**config.mk**
```make
export PLATFORM = sky130hd
export DESIGN_NAME = fws_device_flat
export DESIGN_NICKNAME = d
export VERILOG_FILES = /design/src/fws_pkg.sv /design/src/fws_link_if.sv /design/src/fws_device.sv /design/src/flat_wrapper.sv
export SDC_FILE = /design/constraint.sdc
export NUM_CORES = 2
export LEC_CHECK = 0
export BUFFER_PORTS_ARGS = -buffer_cell sky130_fd_sc_hd__buf_2
export CORE_UTILIZATION = 30
export DETAILED_ROUTE_END_ITERATION = 8
export GPL_TIMING_DRIVEN = 0
export PLACE_DENSITY_LB_ADDON = 0.05
export REMOVE_ABC_BUFFERS = 1
export SLEW_MARGIN = 10
export SYNTH_ARGS = -nofsm -noshare
export SYNTH_HDL_FRONTEND = slang
export SYNTH_SLANG_ARGS = --single-unit
```
**constraint.sdc**
```tcl
create_clock -name clk_i -period 5.9 [get_ports clk_i]
set_input_delay 0.295 -clock clk_i [delete_from_list [all_inputs] [get_ports clk_i]]
set_output_delay 0.295 -clock clk_i [all_outputs]
set_load 0.01 [all_outputs]
```
**src/fws_pkg.sv**
```systemverilog
package fws_pkg;
  // ==========================================================================
  // link widths and command codes
  localparam int        ADDR_W          = 8;
  localparam int        DATA_W          = 8;
  localparam int        SECT_BITS       = 2;
  localparam int        NUM_SECT        = 4;
  localparam logic [1:0] CMD_NONE       = 2'h0;
  localparam logic [2:0] OP_PROGRAM     = 3'h0;
  localparam logic [2:0] OP_SECT_ERASE  = 3'h1;
  localparam logic [2:0] OP_CHIP_ERASE  = 3'h2;
  localparam logic [2:0] OP_SUSPEND     = 3'h3;
  localparam logic [2:0] OP_RESUME      = 3'h4;
  localparam logic [2:0] OP_RESET       = 3'h5;

  // ==========================================================================
  // status bit positions in the low status byte
  localparam int POLL_BIT   = 7;
  localparam int TOG1_BIT   = 6;
  localparam int FAIL_BIT   = 5;
  localparam int WINDOW_BIT = 3;
  localparam int TOG2_BIT   = 2;

  // ==========================================================================
  // timing
  localparam int CLK_MHZ          = 40;
  localparam int WINDOW_US        = 50;
  localparam int WINDOW_CYC       = WINDOW_US * CLK_MHZ;
  localparam int PULSE_LIMIT      = 64;
  localparam int PROG_PULSES      = 4;
  localparam int ERASE_PULSES     = 16;
  localparam int PULSE_CYC        = 8;

  // ==========================================================================
  // host side registers (wishbone byte addresses)
  localparam logic [3:0] REG_CTRL   = 4'h0;
  localparam logic [3:0] REG_ADDR   = 4'h4;
  localparam logic [3:0] REG_RESULT = 4'h8;
  localparam logic [3:0] REG_IRQ_ST = 4'hC;
  localparam logic [3:0] REG_IRQ_MK = 4'h0;
  localparam int         IRQ_DONE   = 0;
  localparam int         IRQ_FAIL   = 1;
  localparam int         IRQ_REJ    = 2;
  localparam logic [2:0] IRQ_RESET  = 3'h0;

  typedef enum logic [1:0] {
    RES_BUSY,
    RES_OK,
    RES_FAIL,
    RES_IDLE
  } fws_res_e;
endpackage : fws_pkg

```
**src/fws_link_if.sv**
```systemverilog
`timescale 1ns/1ps
interface fws_link_if;
  import fws_pkg::*;
  logic              rd_stb;
  logic              wr_stb;
  logic [ADDR_W-1:0] addr;
  logic [DATA_W-1:0] wdata;
  logic [2:0]        op;
  logic [DATA_W-1:0] rdata;
  logic              ready_busy_output;

  modport dev  (input rd_stb, wr_stb, addr, wdata, op, output rdata, ready_busy_output);
  modport host (output rd_stb, wr_stb, addr, wdata, op, input rdata, ready_busy_output);
endinterface : fws_link_if

```
**src/fws_device.sv**
```systemverilog
// Decided for this implementation: the register addresses and the Wishbone slave port.
`timescale 1ns/1ps
module fws_device
  import fws_pkg::*;
(
  input  wire logic clk_i,
  input  wire logic rst_i,
  fws_link_if.dev   link
);
  typedef enum logic [2:0] {
    ST_READ,
    ST_PROG,
    ST_WINDOW,
    ST_ERASE,
    ST_SUSP,
    ST_SUSP_PROG,
    ST_FAIL
  } fws_st_e;

  fws_st_e             st_r;
  logic [DATA_W-1:0]   mem_r [2**ADDR_W];
  logic [NUM_SECT-1:0] sel_r;
  logic [ADDR_W-1:0]   paddr_r;
  logic [DATA_W-1:0]   pdata_r;
  logic [15:0]         tmr_r;
  logic [6:0]          pulse_r;
  logic [3:0]          sub_r;
  logic                tog1_r;
  logic                tog2_r;
  logic                failed_r;
  logic                erase_fail_r;
  logic [DATA_W-1:0]   rdata_r;

  wire [SECT_BITS-1:0] rd_sect   = link.addr[ADDR_W-1 -: SECT_BITS];
  wire                 in_sel    = sel_r[rd_sect];
  wire                 prog_bad  = |(link.wdata & ~mem_r[link.addr]);
  wire                 pulse_end = sub_r == 4'(PULSE_CYC - 1);
  wire                 busy      = st_r == ST_PROG || st_r == ST_WINDOW || st_r == ST_ERASE ||
                                   st_r == ST_SUSP_PROG || st_r == ST_FAIL;
  wire                 is_erase  = st_r == ST_WINDOW || st_r == ST_ERASE;
  wire                 need      = st_r == ST_PROG || st_r == ST_SUSP_PROG;
  wire [6:0]           goal      = need ? 7'(PROG_PULSES) : 7'(ERASE_PULSES);
  wire                 hard_fail = need ? failed_r : erase_fail_r;

  // ==========================================================================
  // status byte assembly
  logic [DATA_W-1:0] status;
  always_comb begin
    status = '0;
    unique case (st_r)
      ST_PROG, ST_SUSP_PROG, ST_FAIL: begin
        if (st_r != ST_FAIL && is_erase == 1'b0 && 1'b1)
          status[POLL_BIT] = ~pdata_r[POLL_BIT];
        status[TOG1_BIT] = tog1_r;
        status[FAIL_BIT] = st_r == ST_FAIL;
      end
      ST_WINDOW, ST_ERASE: begin
        status[TOG1_BIT]   = tog1_r;
        status[WINDOW_BIT] = st_r == ST_ERASE;
        status[TOG2_BIT]   = in_sel ? tog2_r : 1'b0;
      end
      ST_SUSP: begin
        status[POLL_BIT] = 1'b1;
        status[TOG1_BIT] = tog1_r;
        status[TOG2_BIT] = tog2_r;
      end
      default: status = mem_r[link.addr];
    endcase
  end

  wire show_array = st_r == ST_READ || (st_r == ST_SUSP && !in_sel);
  // failure from erase shows program-style status: only toggle bit one keeps toggling, toggle bit two reads 0
  always_ff @(posedge clk_i) begin
    if (rst_i) begin
      rdata_r <= '0;
      tog1_r  <= 1'b0;
      tog2_r  <= 1'b0;
    end else if (link.rd_stb) begin
      rdata_r <= show_array ? mem_r[link.addr] : status;
      if (busy)
        tog1_r <= ~tog1_r;
      if ((is_erase || st_r == ST_SUSP) && in_sel)
        tog2_r <= ~tog2_r;
    end
  end

  // ==========================================================================
  // embedded algorithm sequencer
  always_ff @(posedge clk_i) begin
    if (rst_i) begin
      st_r         <= ST_READ;
      sel_r        <= '0;
      paddr_r      <= '0;
      pdata_r      <= '0;
      tmr_r        <= '0;
      pulse_r      <= '0;
      sub_r        <= '0;
      failed_r     <= 1'b0;
      erase_fail_r <= 1'b0;
    end else begin
      sub_r <= pulse_end ? 4'h0 : sub_r + 4'h1;
      unique case (st_r)
        ST_READ: if (link.wr_stb) begin
          pulse_r <= '0;
          unique case (link.op)
            OP_PROGRAM: begin
              st_r     <= ST_PROG;
              paddr_r  <= link.addr;
              pdata_r  <= link.wdata;
              failed_r <= prog_bad;
            end
            OP_SECT_ERASE: begin
              st_r  <= ST_WINDOW;
              sel_r <= NUM_SECT'(1) << rd_sect;
              tmr_r <= '0;
            end
            OP_CHIP_ERASE: begin
              st_r  <= ST_ERASE;
              sel_r <= '1;
            end
            default: ;
          endcase
        end
        ST_WINDOW: if (link.wr_stb && link.op == OP_SECT_ERASE) begin
          sel_r[rd_sect] <= 1'b1;
          tmr_r          <= '0;
        end else if (tmr_r == 16'(WINDOW_CYC - 1))
          st_r <= ST_ERASE;
        else
          tmr_r <= tmr_r + 16'h1;
        ST_PROG, ST_ERASE, ST_SUSP_PROG: begin
          if (st_r == ST_ERASE && link.wr_stb && link.op == OP_SUSPEND)
            st_r <= ST_SUSP;
          else if (pulse_end) begin
            pulse_r <= pulse_r + 7'h1;
            if (pulse_r == 7'(PULSE_LIMIT - 1))
              st_r <= ST_FAIL;
            else if (!hard_fail && pulse_r + 7'h1 == goal) begin
              if (need) mem_r[paddr_r] <= mem_r[paddr_r] & pdata_r;
              for (int i = 0; i < 2**ADDR_W; i++)
                if (!need && sel_r[i >> (ADDR_W - SECT_BITS)]) mem_r[i] <= '1;
              st_r  <= st_r == ST_SUSP_PROG ? ST_SUSP : ST_READ;
              if (!need) sel_r <= '0;
            end
          end
        end
        ST_SUSP: if (link.wr_stb) begin
          if (link.op == OP_RESUME) st_r <= ST_ERASE;
          else if (link.op == OP_PROGRAM && !sel_r[rd_sect]) begin
            st_r     <= ST_SUSP_PROG;
            paddr_r  <= link.addr;
            pdata_r  <= link.wdata;
            failed_r <= prog_bad;
          end
        end
        ST_FAIL: if (link.wr_stb && link.op == OP_RESET) begin
          st_r     <= ST_READ;
          failed_r <= 1'b0;
          sel_r    <= '0;
        end
        default: st_r <= ST_READ;
      endcase
    end
  end

  assign link.rdata             = rdata_r;
  assign link.ready_busy_output = ~busy;
endmodule : fws_device

```
**src/flat_wrapper.sv**
```systemverilog
// flat-port wrapper written by rule: the top's interface ports become plain ports
module fws_device_flat import fws_pkg::*;
  (clk_i, rst_i, link_rd_stb, link_wr_stb, link_addr, link_wdata, link_op, link_rdata, link_ready_busy_output);
  fws_link_if link_i ();
  input  wire logic clk_i;
  input  wire logic rst_i;
  input wire logic [$bits(link_i.rd_stb)-1:0] link_rd_stb;
  input wire logic [$bits(link_i.wr_stb)-1:0] link_wr_stb;
  input wire logic [$bits(link_i.addr)-1:0] link_addr;
  input wire logic [$bits(link_i.wdata)-1:0] link_wdata;
  input wire logic [$bits(link_i.op)-1:0] link_op;
  output wire logic [$bits(link_i.rdata)-1:0] link_rdata;
  output wire logic [$bits(link_i.ready_busy_output)-1:0] link_ready_busy_output;
  assign link_i.rd_stb = link_rd_stb;
  assign link_i.wr_stb = link_wr_stb;
  assign link_i.addr = link_addr;
  assign link_i.wdata = link_wdata;
  assign link_i.op = link_op;
  assign link_rdata = link_i.rdata;
  assign link_ready_busy_output = link_i.ready_busy_output;
  fws_device u_core (.clk_i(clk_i), .rst_i(rst_i), .link(link_i));
endmodule
```
* Word-level counts from Yosys, hierarchy flattened
Memory sizes are Yosys's and may differ from the RTL's. A register that Yosys moved wholly into a read port is not among the register bits.
Cells that the tools add are included.
** Storage, ports and cells
- Register bits :: 61
- Bits in writable memories :: 2048
- Word-level logic and storage cells :: 226
- Memories kept :: 1
** Memory list
- u_core.mem_r :: depth 256, bits a word 8, read ports 2, clocked after Yosys merged registers in 1, write ports 256, RTL line fws_device.sv:21 : logic [DATA_W-1:0] mem_r [2**ADDR_W];
** Operators by class
- Add/sub/neg operators :: 3
- Magnitude comparators :: 2
- Equality and inequality tests :: 37
- Shift operators :: 1
- Multiplexer cells :: 113
- Bitwise operators :: 9
- Reductions and logical operators :: 49
** Operator list (number)
- $mux 8 :: 15
- $mux 16 :: 4
- $mux 1 :: 54
- $mux 3 :: 12
- $mux 4 :: 8
- $pmux 16 s2 :: 1
- $pmux 8 s2 :: 2
- $ne 2x2->1 const B :: 13
- $mux 7 :: 3
- $add 16x1->16 const B :: 1
- $and 8x8->8 :: 2
- $eq 16x11->1 const B :: 1
- $pmux 4 s4 :: 1
- $reduce_or 8->1 :: 2
- $eq 3x3->1 const B :: 5
- $pmux 3 s5 :: 1
- $logic_and 1x1->1 :: 14
- $pmux 7 s2 :: 1
- $eq 3x2->1 const B :: 4
- $ne 3x3->1 const B :: 4
- $reduce_and 10->1 :: 1
- $pmux 1 s3 :: 3
- $pmux 3 s3 :: 1
- $reduce_and 9->1 :: 1
- other kinds (36) :: 60

* Longest topological paths before layout
- Depth after elaboration :: 14
- Gate-level depth with buffers :: 16
- Gate-level depth less buffers :: 10

* Worst setup path after synthesis
Ideal clock, no wire load.
- Kind :: register to register
- From :: reg (tool-made name)
- To :: mem u_core.mem_r[12][1]
- Setup time :: 141 ps
- Arrival :: 3389 ps
- Data required time :: 5759 ps
- Slack :: 2369 ps
- Cell stages (with the launch flop) :: 12
- Period minus slack after synthesis :: 3531 ps
- Cell sequence :: dfxtp_1 -> clkbuf_1 -> clkbuf_1 -> buf_1 -> mux4_2 -> mux4_2 -> mux4_2 -> mux4_2 -> nand2_2 -> buf_4 -> buf_2 -> o211ai_1
** RTL lines (RTL line)
- end: declaration :: fws_device.sv:21

==> results.yml <==
run_status:
  run_status: "completed"
logic_synthesis:
  synth_xor_area_frac: 0.00133
  synth-warning-count: 0
  synth_top_area_share: 0.403
  synthMuxAreaShare: 0.264
  synth_seq_cells: 2117
  yosys.area.top_type: "sky130_fd_sc_hd__dfxtp_1"
  netlist_instances: 9956
  ys_top_cells_by_area: "sky130_fd_sc_hd__dfxtp_1 40%, sky130_fd_sc_hd__mux4_2 25%, sky130_fd_sc_hd__o211ai_1 15%"
  post_synthesis_cell_type_count: 71
  ys_seq_area_frac: 0.403
  synth_simple_gate_area_frac: 0.117
  adder_and_majority_gate_portion_of_the_synthesized_area: 0.000476
  synth_top_flop_cell: "sky130_fd_sc_hd__dfxtp_1"
  synthesis.area_per_instance_um2: 10.6
  mappedNetlistArea_um2: 105000
  synth_enable_flop_cells: 0
  synth_compound_gate_area_share: 0.171
  synth_top_family_by_area: "multiplexers"
  asyncSetResetFlopFracSynth: 0
routing:
  route.detailed.wl_per_inst_um: 37.7
  drc: 0
  vias: 90300
  antenna_violating_nets_post_route: 0
  drt_iter0_markers: 10200
  first_drt_pass_iteration_count: 6
  viasPerCell: 6.24
  wirelength_mm: 546
setup_path:
  critical_path.endpoint: "u_core.mem_r[192][0]$_SDFFE_PP1P_"
  critPathMaxFanout: 53
  required_ps: 6690
  r2r_cells: 14
  worst-r2r-setup-slack_ps: 60
  critical_path.reg2reg.endpoint: "u_core.mem_r[192][0]$_SDFFE_PP1P_"
  critical_path.startpoint_type: "register"
  critPathKind: "reg2reg"
  critPathArrivalTime_ps: 6630
  endpoint_kind: "register"
power_and_ir_drop:
  clock_power_share: 0.513
  internal_power_mw: 24.9
  swShare: 0.249
  worst_ir_drop_vdd_uv: 189
  p_sw_mw: 8.26
  power.total_mw: 33.1
  power.leakage_nw: 38.4
  seqPwrFrac: 0.434
  comb_power_frac: 0.053
  power.density_nw_per_um2: 270
global_routing:
  overflow: 0
  grt_first_pass_wirelength_mm: 745
  grt_pass1_vias: 85700
  groute.usage.overall: 0.299
  antenna_found_initial: 68
  maximum_number_of_pins_on_one_net_before_global_route_repair: 89
clock_tree:
  cts_buffer_count: 271
  clock_latency_ps: 940
  cts_max_path_buffers: 4
  tritoncts: "done"
  clock-root-buffer: "sky130_fd_sc_hd__clkbuf_16"
  htree_num_levels: 5
  cts_sinks: 2117
  worst_setup_hold_path_clk_slew_ps: 60
floorplan:
  die_width_um: 594
  placeableCoreArea_um2: 347000
  fp-row-count: 216
  start_util: 0.303
  floorplan.io_pins: 32
  die_y_um: 594
  die_area_um2: 353000
sta:
  slew_viol_final: 0
  whs_ps: 48.4
  fmax_ghz: 0.171
  postLayoutSetupSlackWorst_ps: 59.1
  finalSetupViolCount: 0
  post-route-min-period_ps: 5840
  fin_tns_setup_ps: 0
  number_of_hold_violations_in_the_final_report: 0
  worst_pin_slew_ps: 1370
  rsz0062_at_grt: "false"
  timing.clock.skew_ps: 48.9
  timing.slew.headroom: 0.0854
  post-route-period-util: 0.990
place:
  place.gp.congestion: 0.855
  placed_cells: 13900
  placement.setup.worst_slack_ps: -1020
  placed_area_um2: 113000
  place.port_buffers: 31
  place.detailed.hpwl_mm: 370
final_layout:
  commonest_non_fill_non_tap_cell_in_the_layout: "sky130_fd_sc_hd__nand2_1"
  seq_area_um2: 42400
  multi_input_area_um2: 59000
  finalCoreUtilization: 0.354
  share_of_layout_cells_above_drive_strength_1: 0.204
  layout.cells.most_common_list: "2759 x sky130_fd_sc_hd__nand2_1, 2111 x sky130_fd_sc_hd__dfxtp_1, 2057 x sky130_fd_sc_hd__o211ai_1"
  finish.net_count: 9684
  stdcell_count: 14500
  final.fill_count: 34200
  post-route-cell-area_um2: 123000
  area_growth_pct: 16.9
run:
  timing.max_cap.violations: 0
min_path:
  worst_hold_path_type: "in2reg"
[cell families after synthesis]
group	Yosys count
and+or+nand+nor	3162
AOI/OAI and AO/OA	2423
DFF	2117
muxes	1320
buffers and inverters	914
xor gates and xnor gates	16
adders and majority gates	4
[worst max-delay path, cell delays in order, from the launching register on]
cell	delay (ps)
sky130_fd_sc_hd__dfxtp_4	450
sky130_fd_sc_hd__buf_16	220
sky130_fd_sc_hd__buf_16	240
sky130_fd_sc_hd__buf_16	250
sky130_fd_sc_hd__buf_16	220
sky130_fd_sc_hd__bufbuf_16	370
sky130_fd_sc_hd__mux4_2	530
sky130_fd_sc_hd__mux4_2	540
sky130_fd_sc_hd__mux4_2	680
sky130_fd_sc_hd__mux4_2	620
sky130_fd_sc_hd__nand2_8	240
sky130_fd_sc_hd__buf_12	270
sky130_fd_sc_hd__buf_16	270
sky130_fd_sc_hd__buf_16	290
sky130_fd_sc_hd__o211ai_1	170
[state kept, by name (all words and copies together) (netlist names), named ones only]
name,cells
u_core.failed_r,1
u_core.link.rdata,8
u_core.mem_r,2048
u_core.paddr_r,8
u_core.pdata_r,8
u_core.pulse_r,7
u_core.sel_r,4
u_core.st_r,3
u_core.sub_r,4
u_core.tmr_r,16
u_core.tog1_r,1
u_core.tog2_r,1
[layer usage]
layer,part of all wire,vias to the layer above,track usage
li1,-,37800,-
met1,0.42,47300,0.401
met2,0.45,4300,0.462
met3,0.080,906,0.0596
met4,0.053,16,0.140
met5,0.00019,-,0
[timing repair]
item / in CTS / in global routing
setup endpoints to repair: 1718 / 255
hold buffers: 12 / 0
setup buffers: 8 / 3
pin swaps: 3 / 0
cloned: 19 / 7
endpoints found under the hold margin: 27 / 0
resized for setup: 5 / 4
[how the worst min path moves through the flow]
stage / depth (start not counted) / endpoint / slack, ps / startpoint
after floorplan: 1 / u_core.link.rdata[1]$_SDFFE_PP0P_ / 360 / rst_i
after global placement: 1 / u_core.sub_r[0]$_SDFF_PP0_ / 450 / u_core.sub_r[0]$_SDFF_PP0_
after detailed placement: 1 / u_core.sub_r[0]$_SDFF_PP0_ / 460 / u_core.sub_r[0]$_SDFF_PP0_
after CTS: 6 / u_core.st_r[2]$_SDFFE_PP0P_ / 3 / link_op[2]
after global routing: 6 / u_core.st_r[2]$_SDFFE_PP0P_ / 80 / link_op[2]
final: 6 / u_core.pdata_r[7]$_SDFFE_PP0P_ / 50 / link_op[2]
[final cells by class]
cell class              count  share of cell area
multi-input cells        6930               0.480
flip-flops and latches   2117               0.345
clock buffers             414              0.0664
repair buffers            317              0.0548
well taps                4578              0.0466
clock inverters            60             0.00525
inverters                  20            0.000815
diodes                     31            0.000631
[power by group through the flow]
stage	clock [mW]	sequential, mW	combinational, mW
2_1_floorplan	0	14.8	0.685
3_3_place_gp	0	14.9	1.76
3_5_place_dp	0	14.7	1.69
4_1_cts	17.3	14.4	1.73
5_1_grt	17.8	14.4	1.79
6_report	17.0	14.4	1.75
[synth_stat cells (25+ instances only)]
| master | instances |
|---|---|
| sky130_fd_sc_hd__nand2_1 | 2768 |
| sky130_fd_sc_hd__dfxtp_1 | 2117 |
| sky130_fd_sc_hd__o211ai_1 | 2057 |
| sky130_fd_sc_hd__mux4_2 | 1163 |
| sky130_fd_sc_hd__clkbuf_1 | 451 |
| sky130_fd_sc_hd__buf_4 | 222 |
| sky130_fd_sc_hd__nor2_1 | 171 |
| sky130_fd_sc_hd__mux2i_1 | 151 |
| sky130_fd_sc_hd__buf_2 | 147 |
| sky130_fd_sc_hd__a22oi_1 | 81 |
| sky130_fd_sc_hd__buf_1 | 74 |
| sky130_fd_sc_hd__a21oi_1 | 71 |
| sky130_fd_sc_hd__nand3_1 | 58 |
| sky130_fd_sc_hd__o21ai_0 | 45 |
| sky130_fd_sc_hd__nor3_1 | 30 |
| sky130_fd_sc_hd__o22ai_1 | 29 |
| sky130_fd_sc_hd__a31oi_1 | 25 |
| sky130_fd_sc_hd__nand2b_1 | 25 |
Power figures use the tool's default switching activity.
